$ cat src/verilog/tvc_defs.svh
// Register offsets, field positions, reset values and timing counts of the vendor control bank
// What this block does
// Bit 5 of the second system control register turns bus voltage sensing on when set, reset 0.
// Bit 4 of the second system control register turns cable power sensing on when set, reset 0.
// With the continuous carrier select bit set, a carrier mode 2 test runs until it is withdrawn.
// With that bit clear, the carrier mode 2 test ends by itself 45 ms after it was requested.
// The charger detect reset bit is write-only and clears itself after a one is written.
// Writing one there returns the charger detect logic to idle; writing zero changes nothing.
// Bit 0 starts role swap signalling when one and stops it when zero, and the block follows it.
// Bit 7 of the debug function register disables channel two sensing when one, reset 1.
// Bit 6 of the debug function register disables channel one sensing when one, reset 1.
// Bits 7:4 of the first mode status register report the charger detect state, read-only.
// The cable power switch turns off above 160 C and stays off until back down to 130 C.
// Bit 6 of the second mode status register reads one while the cable power switch is hot and cable power is applied.
// Bit 7 of the external gate control register disables flat battery support, reset 0.
// Bit 1 of the external gate control register drives the sink power-path gate.
// Bit 0 of the external gate control register drives the source power-path gate.
// An over-temperature event of the cable power switch raises the vendor event bit 2 pulse.
// Writes to read-only bits are ignored and reserved read-only bits read as zero.
`ifndef TVC_DEFS_SVH
`define TVC_DEFS_SVH

`define TVC_ADDR_SYS_CTRL2      8'h81
`define TVC_ADDR_DEBUG_FUNC     8'h82
`define TVC_ADDR_MODE_STAT1     8'h83
`define TVC_ADDR_MODE_STAT2     8'h84
`define TVC_ADDR_EXT_GATE       8'h85

`define TVC_BIT_BUS_SENSE       5
`define TVC_BIT_CABLE_SENSE     4
`define TVC_BIT_CARRIER_CONT    2
`define TVC_BIT_CHG_RESET       1
`define TVC_BIT_SWAP_START      0
`define TVC_BIT_CH2_DIS         7
`define TVC_BIT_CH1_DIS         6
`define TVC_BIT_OVERTEMP        6
`define TVC_BIT_FLAT_BAT_DIS    7
`define TVC_BIT_SINK_GATE       1
`define TVC_BIT_SOURCE_GATE     0

`define TVC_RST_SYS_CTRL2       8'h00
`define TVC_RST_DEBUG_FUNC      8'hc0
`define TVC_RST_EXT_GATE        8'h00
`define TVC_SYS_CTRL2_RW_MASK   8'hfd
`define TVC_EXT_GATE_RW_MASK    8'h83

`define TVC_OT_TRIP_DEGC        160
`define TVC_OT_CLEAR_DEGC       130

`define TVC_CLK_MHZ             125
`define TVC_CARRIER_MS          45
`define TVC_CARRIER_CYCLES      (`TVC_CARRIER_MS * 1000 * `TVC_CLK_MHZ)

`endif

$ cat src/verilog/tvc_pkg.sv
// Types shared by the vendor control bank
package tvc_pkg;

    typedef enum logic [3:0] {
        CHG_IDLE      = 4'b0000,
        CHG_DIVIDER   = 4'b0011,
        CHG_DEDICATED = 4'b0101,
        CHG_TRYING    = 4'b0111,
        CHG_DELAY40   = 4'b1000,
        CHG_FIX5V     = 4'b1001,
        CHG_FIX9V     = 4'b1010,
        CHG_FIX12V    = 4'b1011,
        CHG_FIX20V    = 4'b1100,
        CHG_UNDEF     = 4'b1110,
        CHG_ALT       = 4'b1111
    } tvc_chg_state_type;

    typedef enum logic [1:0] {
        CAR_IDLE = 2'b00,
        CAR_RUN  = 2'b01,
        CAR_DONE = 2'b10
    } tvc_carrier_state_type;

    typedef struct packed {
        logic       wrEn;
        logic       rdEn;
        logic [7:0] addr;
        logic [7:0] wdata;
    } tvc_reg_req_type;

    typedef struct packed {
        logic busSenseEn;
        logic cableSenseEn;
        logic ch1SenseDis;
        logic ch2SenseDis;
    } tvc_afe_ctrl_type;

    typedef struct packed {
        logic sinkGateOn;
        logic sourceGateOn;
        logic flatBatteryDis;
    } tvc_gate_ctrl_type;

endpackage : tvc_pkg

$ cat src/verilog/tvc_vendor_regs.sv
// Vendor control and status register bank of the port controller
`timescale 1ns/1ns
`include "tvc_defs.svh"

module tvc_vendor_regs
    import tvc_pkg::*;
#(
    parameter int unsigned CARRIER_CYCLES = `TVC_CARRIER_CYCLES
) (
    // Clock and reset
    input  wire logic              clk,
    input  wire logic              srst,
    // Register port from the port manager side
    input  wire tvc_reg_req_type   regReq,
    output logic [7:0]             rdata,
    // Analog front end controls
    output tvc_afe_ctrl_type       afeCtrl,
    // Power-path gate controls
    output tvc_gate_ctrl_type      gateCtrl,
    // Test carrier
    input  wire logic              carrierRequest,
    output logic                   carrierActive,
    // Role swap transmit
    output logic                   roleSwapTx,
    // Charger detection
    input  wire tvc_chg_state_type chgStateIn,
    output logic                   chgResetPulse,
    // Cable power switch temperature
    input  wire logic              tempAboveTrip,
    input  wire logic              tempAboveClear,
    input  wire logic              cablePowerApplied,
    output logic                   cablePowerSwitchOff,
    output logic                   overtempEvent
);

    localparam logic [31:0] CAR_LAST = 32'(CARRIER_CYCLES - 1);

    logic [7:0]            sysCtrl2_q;
    logic [7:0]            debugFunc_q;
    logic [7:0]            extGate_q;
    logic                  chgReset_q;
    tvc_chg_state_type     chgState_q;
    logic                  overtemp_q;
    tvc_carrier_state_type carState_q;
    logic [31:0]           carCount_q;
    logic                  wrSys;
    logic                  wrDbg;
    logic                  wrGate;

    assign wrSys  = regReq.wrEn && (regReq.addr == `TVC_ADDR_SYS_CTRL2);
    assign wrDbg  = regReq.wrEn && (regReq.addr == `TVC_ADDR_DEBUG_FUNC);
    assign wrGate = regReq.wrEn && (regReq.addr == `TVC_ADDR_EXT_GATE);

    // Writable control bits; the self-clearing reset bit never stores
    always_ff @(posedge clk) begin
        if (srst) begin
            sysCtrl2_q <= `TVC_RST_SYS_CTRL2;
        end else if (wrSys) begin
            sysCtrl2_q <= regReq.wdata & `TVC_SYS_CTRL2_RW_MASK;
        end
    end

    always_ff @(posedge clk) begin
        if (srst) begin
            debugFunc_q <= `TVC_RST_DEBUG_FUNC;
        end else if (wrDbg) begin
            debugFunc_q <= regReq.wdata;
        end
    end

    always_ff @(posedge clk) begin
        if (srst) begin
            extGate_q <= `TVC_RST_EXT_GATE;
        end else if (wrGate) begin
            extGate_q <= regReq.wdata & `TVC_EXT_GATE_RW_MASK;
        end
    end

    // One-cycle charger detect reset; zero writes do nothing
    always_ff @(posedge clk) begin
        if (srst) begin
            chgReset_q <= 1'b0;
        end else begin
            chgReset_q <= wrSys && regReq.wdata[`TVC_BIT_CHG_RESET];
        end
    end

    // Reported state is forced to idle while the reset takes effect
    always_ff @(posedge clk) begin
        if (srst) begin
            chgState_q <= CHG_IDLE;
        end else if (chgReset_q) begin
            chgState_q <= CHG_IDLE;
        end else begin
            chgState_q <= chgStateIn;
        end
    end

    // Hysteresis: trip above high point, release only below low point
    always_ff @(posedge clk) begin
        if (srst) begin
            overtemp_q <= 1'b0;
        end else if (tempAboveTrip) begin
            overtemp_q <= 1'b1;
        end else if (!tempAboveClear) begin
            overtemp_q <= 1'b0;
        end
    end

    always_ff @(posedge clk) begin
        if (srst) begin
            overtempEvent <= 1'b0;
        end else begin
            overtempEvent <= tempAboveTrip && !overtemp_q;
        end
    end

    // Carrier test: timed unless continuous select is set; restart needs a new request
    always_ff @(posedge clk) begin
        if (srst) begin
            carState_q <= CAR_IDLE;
            carCount_q <= 32'h0;
        end else begin
            case (carState_q)
                CAR_IDLE: begin
                    carCount_q <= 32'h0;
                    if (carrierRequest) begin
                        carState_q <= CAR_RUN;
                    end
                end
                CAR_RUN: begin
                    if (!carrierRequest) begin
                        carState_q <= CAR_IDLE;
                    end else if (sysCtrl2_q[`TVC_BIT_CARRIER_CONT]) begin
                        carCount_q <= 32'h0;
                    end else if (carCount_q >= CAR_LAST) begin
                        carState_q <= CAR_DONE;
                    end else begin
                        carCount_q <= carCount_q + 32'h1;
                    end
                end
                CAR_DONE: begin
                    if (!carrierRequest) begin
                        carState_q <= CAR_IDLE;
                    end
                end
                default: begin
                    carState_q <= CAR_IDLE;
                end
            endcase
        end
    end

    // Read mux; reserved read-only bits and unmapped addresses give zero
    always_ff @(posedge clk) begin
        if (srst) begin
            rdata <= 8'h00;
        end else if (regReq.rdEn) begin
            case (regReq.addr)
                `TVC_ADDR_SYS_CTRL2:  rdata <= sysCtrl2_q;
                `TVC_ADDR_DEBUG_FUNC: rdata <= debugFunc_q;
                `TVC_ADDR_MODE_STAT1: rdata <= {chgState_q, 4'h0};
                `TVC_ADDR_MODE_STAT2: rdata <= {1'b0, overtemp_q && cablePowerApplied, 6'h00};
                `TVC_ADDR_EXT_GATE:   rdata <= extGate_q;
                default:              rdata <= 8'h00;
            endcase
        end
    end

    assign afeCtrl.busSenseEn    = sysCtrl2_q[`TVC_BIT_BUS_SENSE];
    assign afeCtrl.cableSenseEn  = sysCtrl2_q[`TVC_BIT_CABLE_SENSE];
    assign afeCtrl.ch2SenseDis   = debugFunc_q[`TVC_BIT_CH2_DIS];
    assign afeCtrl.ch1SenseDis   = debugFunc_q[`TVC_BIT_CH1_DIS];
    assign gateCtrl.flatBatteryDis = extGate_q[`TVC_BIT_FLAT_BAT_DIS];
    assign gateCtrl.sinkGateOn   = extGate_q[`TVC_BIT_SINK_GATE];
    assign gateCtrl.sourceGateOn = extGate_q[`TVC_BIT_SOURCE_GATE];
    assign roleSwapTx            = sysCtrl2_q[`TVC_BIT_SWAP_START];
    assign chgResetPulse         = chgReset_q;
    assign carrierActive         = (carState_q == CAR_RUN);
    assign cablePowerSwitchOff   = overtemp_q;

endmodule : tvc_vendor_regs

$ cat config.mk
export PLATFORM = sky130hd
export DESIGN_NAME = tvc_vendor_regs
export DESIGN_NICKNAME = d
export VERILOG_FILES = /design/src/verilog/tvc_pkg.sv /design/src/verilog/tvc_vendor_regs.sv
export VERILOG_INCLUDE_DIRS = /design/src /design/src/verilog
export SDC_FILE = /design/constraint.sdc
export NUM_CORES = 1
export LEC_CHECK = 0
export BUFFER_PORTS_ARGS = -buffer_cell sky130_fd_sc_hd__buf_2
export CORE_ASPECT_RATIO = 0.9
export CORE_MARGIN = 2
export CORE_UTILIZATION = 51
export DETAILED_ROUTE_END_ITERATION = 6
export GPL_TIMING_DRIVEN = 0
export PLACE_DENSITY = 0.81
export SYNTH_ARGS = -nofsm -noshare
export SYNTH_HDL_FRONTEND = slang
export SYNTH_SLANG_ARGS = --single-unit
$ cat constraint.sdc
create_clock -name clk -period 2.05 [get_ports clk]
set_input_delay 0 -clock clk [delete_from_list [all_inputs] [get_ports clk]]
set_output_delay 0 -clock clk [all_outputs]
set_load 0.03 [all_outputs]
-- After elaboration in Yosys (flattened, before gate mapping)
Cells that the tools add are included.
- $add $sub $neg: 1
- magnitude comparators: 1
- eq/ne operators: 14
- mux-type cells: 13
- reductions and logical operators: 12
- operators with widths (operator ; number):
    $mux W32 ; 3
    $pmux W32 S2 ; 1
    $eq A8 B8 Y1 const B ; 5
    $pmux W8 S5 ; 1
    $add A32 B1 Y32 const B ; 1
    $ge A32 B23 Y1 const B ; 1
    $mux W2 ; 5
    $ne A2 B2 Y1 const B ; 4
    $logic_and A1 B1 Y1 ; 6
    $ne A3 B3 Y1 const B ; 2
    $pmux W2 S3 ; 1
    $reduce_and A4 Y1 ; 1
    $ne A3 B2 Y1 const B ; 1
    $reduce_and A3 Y1 ; 1
    $eq A2 B1 Y1 const B ; 1
    $eq A2 B2 Y1 const B ; 1
    $logic_not A2 Y1 ; 1
    $mux W1 ; 2
    $reduce_bool A2 Y1 ; 1
    $reduce_or A2 Y1 ; 1
    $logic_not A1 Y1 ; 1
- register bits after elaboration: 67
- input bits: 28
- output and inout port bits: 20
- logic and storage cells: 51

-- Depth between registers and ports, before layout
- depth in word-level cells: 5
- depth in mapped cells: 9
- gate-level depth less buffers: 7

-- Least setup slack after synthesis
Ideal clock, no wire load.
- kind: reg2reg
- start point: register carCount_q[0]
- end point: register carCount_q[21]
- library setup time: 0.071 ns
- arrival: 1.982 ns
- data required time: 1.979 ns
- path slack: -0.003 ns
- cell stages (with the launch flop): 9
- buffers on the path: 1
- period minus slack after synthesis: 2.053 ns
- cell sequence: dfxtp_1 > ha_1 > a2111oi_2 > o211ai_1 > a211oi_2 > buf_6 > nand2_2 > or3_1 > a21oi_1
- cells in the longest elaborated chain, start to end: 5
- elaborated cells on any way between the ends: 8
- classes of those cells: add/sub (1); order compare (1); eq/ne (1); mux (4); reduce/logical (1)
- RTL lines (item ; RTL line ; source):
    start, declared ; tvc_vendor_regs.sv:45 ; logic [31:0] carCount_q;
    start signal, assigned ; tvc_vendor_regs.sv:139 ; carCount_q <= carCount_q + 32'h1;
    $add A32 B1 Y32 ; tvc_vendor_regs.sv:139 ;
    $mux W32 ; tvc_vendor_regs.sv:136 ; end else if (carCount_q >= CAR_LAST) begin
    $mux W32 ; tvc_vendor_regs.sv:134 ; end else if (sysCtrl2_q[`TVC_BIT_CARRIER_CONT]) begin
    $mux W32 ; tvc_vendor_regs.sv:132 ; if (!carrierRequest) begin
    $pmux W32 S2 ; tvc_vendor_regs.sv:124 ; case (carState_q)
Several ways; a longest one is shown, not always the timed one. The select of a mux whose other input is x is not followed.
A chain may end at the register's enable or synchronous reset.

-- Worst setup path after layout
- start point: register carCount_q[1]
- end point: register carCount_q[12]
The elaborated chain is that of the path after synthesis.

==> results.cfg <==
[power]
p_per_area_nw_per_um2 = 638
ir_drop_mv = 0.451
cellLeakagePower_uw = 0.00155

[sta]
period_share_pct = 107
period_needed_ps = 2190
rsz0062_at_grt = true
fin_skew_ps = 7.35
hold_viol = 0
worst_pin_slew_ps = 870
setup_ws_ps = -138
fmax_ghz = 0.457
timing.hold.ws_ps = 34.3
maxSlewViolCount = 0
relSlewSlack_pct = 42.0
finalSetupViolCount = 20

[worst_setup_path]
start_kind = flop
r2r_cells = 9
end_kind = flop
path_class = reg2reg
crit_required_ps = 2290
crit_fanout = 4
r2r_setup_slack_ps = -140
worstPathArrival_ps = 2430

[logic_synthesis]
yosys_warnings = 0
syn_area_um2 = 3070
ys_seq_elements = 67
syn-num-nets = 372
syn_area_per_cell_um2 = 8.94
seq_area_frac_synth_pct = 43.7
async_reset_ff_share_pct = 0
yosysUniqueCellTypes = 52
ys.flop_type = dfxtp_1
synth_edf_count = 0
synth_cells = 343

[global_routing]
grt_usage_pct = 24.0
antenna_found_initial = 0
grt_pass1_wl_um = 12400
grt_pass1_vias = 2555
grt_max_degree = 12
grt_overflow = 0
met2_usage_pct = 34.9
use_met3_pct = 6.49
top_usage_layer = met2
gr-usage-met1_pct = 33.6

[run]
drv_cap = 0

[floorplan]
rows = 26
coreArea_um2 = 5760
dieArea_um2 = 6650
initial_utilization_pct = 53.3
die_w_um = 85.7
io_pins = 48
dieHeight_um = 77.6

[outcome]
status = finished with violations
violations = DRC, setup timing

[final_layout]
drive_gt1_share_pct = 28.3
fin_nets = 453
area_growth_syn_to_layout_pct = 29.5
nFillCells = 429
stdcell_count = 498
antenna_cells = 0

[detailed_routing]
viasPerCell = 5.84
wirelength_um = 7840
drt-initial-drc-count = 304
wl_per_cell_um = 15.8
ant_nets = 0
vias = 2909
dr.pass1.iters = 7
drc = 2

[clocking]
cts_tree = yes
cts_buffer_depth = 2
insertion_delay_ps = 360
clock-sinks = 67
clk_pin_slew_ps = 70
clockRootBuffer = clkbuf_8
cts_buffers = 9
htreeDepth = 3

[placement]
dp_cells = 458
dp_hpwl_um = 4990
io_buffers = 45
place_congestion = 0.847

[worst_hold_path]
min_path_type = in2reg
hold_path_depth = 4
registers in the layout (all words and copies together) (netlist names):
register and flops:
carCount_q 32, debugFunc_q 8, rdata 8, sysCtrl2_q 7, chgState_q 4, extGate_q 3
carState_q 2, cablePowerSwitchOff 1, chgResetPulse 1, overtempEvent 1
cell type report:
class	instances	area, um^2	share of cell area [%]
multi-input cells	245	1710	43.0
well taps	70	87.6	2.21
clock inverters	6	57.6	1.45
repair buffers	72	488	12.3
clock buffers	9	124	3.12
flip-flops and latches	67	1360	34.2
inverters	6	22.5	0.567
plain buffers	23	126	3.18
worst max-delay path, stage by stage (launching register included):
cell and delay, ps:
dfxtp_2 340, ha_4 170, a2111oi_4 270, o211ai_1 170, a211oi_2 360, buf_6 180, buf_12 100, a21oi_4 60
a221o_1 290, o311a_1 120
power breakdown:
| part | internal [uW] | total, uW | switching, uW |
|---|---|---|---|
| registers | 1310 | 1310 | 5.72 |
| clock network | 545 | 1040 | 496 |
| logic | 76.8 | 179 | 103 |
layer usage:
layer,wire (um),part of all wire (%)
met1,3530,45
met2,3490,44
met3,682,8.7
met4,151,1.9
met5,0,0
Yosys cell counts (6+ instances only):
cell      count  share of area (%)
a21oi_1      24                3.9
a22o_1        6                1.7
and2_1       17                3.5
and3_1        9                1.8
clkbuf_1     12                1.5
dfxtp_1      67                 44
inv_1         6               0.73
mux2i_1      18                5.9
nand2_1       9                1.1
nand2b_1      6                1.2
nand3_1      19                3.1
nand4_1       6                1.2
nor2_1       40                4.9
nor2b_1      10                2.0
o21ai_0      21                3.4
o31ai_1       6                1.5
path summary, 6_finish.rpt:
path | from | end
max reg2reg | carCount_q[1]$_SDFFE_PP0P_ | carCount_q[12]$_SDFFE_PP0P_
max | carCount_q[1]$_SDFFE_PP0P_ | carCount_q[12]$_SDFFE_PP0P_
min | regReq[10] | rdata[2]$_SDFFE_PP0P_
min reg2reg | carCount_q[24]$_SDFFE_PP0P_ | carCount_q[24]$_SDFFE_PP0P_
through the flow:
stage / util, % / area [um^2] / setup TNS (ps) / worst slack [ps] / total power, uW
2_1_floorplan: - / 3070 / -3.24 / -3.24 / 1420
3_3_place_gp: 58.7 / 3380 / -3400 / -366 / 1480
3_5_place_dp: 58.7 / 3380 / -3890 / -375 / 1480
4_1_cts: 66.7 / 3840 / -385 / -71.3 / 2540
5_1_grt: 69.0 / 3970 / -3330 / -213 / 2620
6_report: 69.0 / 3970 / -1410 / -138 / 2530
layout by cell type (no fill, tap or decap), drive strengths merged, types with 2 or more instances in the layout:
cell and count:
nand2b 6, nand3b 2, a21oi 25, mux2i 18
a22o 6, nand2 10, nor3 4, xor2 4
dfxtp 67, o21ai 21, clkinv 4, buf 68
mux2 3, and4 3, and3 9, and2 17
a31oi 3, nand4 6, inv 6, nor4 3
o31ai 6, nand3 19, a2111oi 2, nor2b 10
a211o 2, a211oi 2, o311a 2, nor3b 2
or2 2, o211ai 3, clkbuf 20, nor2 40
o41ai 2, dlygate4sd3 16
cell families (layout without fill, tap and decap cells):
group,Yosys count,count (layout),share of synthesized area [%]
compound gates,80,80,18.0
fa+ha+maj,1,1,0.408
simple gates,139,139,24.4
xor+xnor,4,4,1.14
flops,67,67,43.7
mux,21,21,6.98
buf+inv,31,116,5.34
repair_timing:
item,in CTS,in global routing
pin swaps,10,14
gates resized for setup,32,23
endpoints found under the setup margin,22,24
gates cloned,1,0
hold endpoints to repair,29,0
setup buffers,5,5
hold buffers,16,0
No activity file was read; power rests on OpenSTA's default activity.
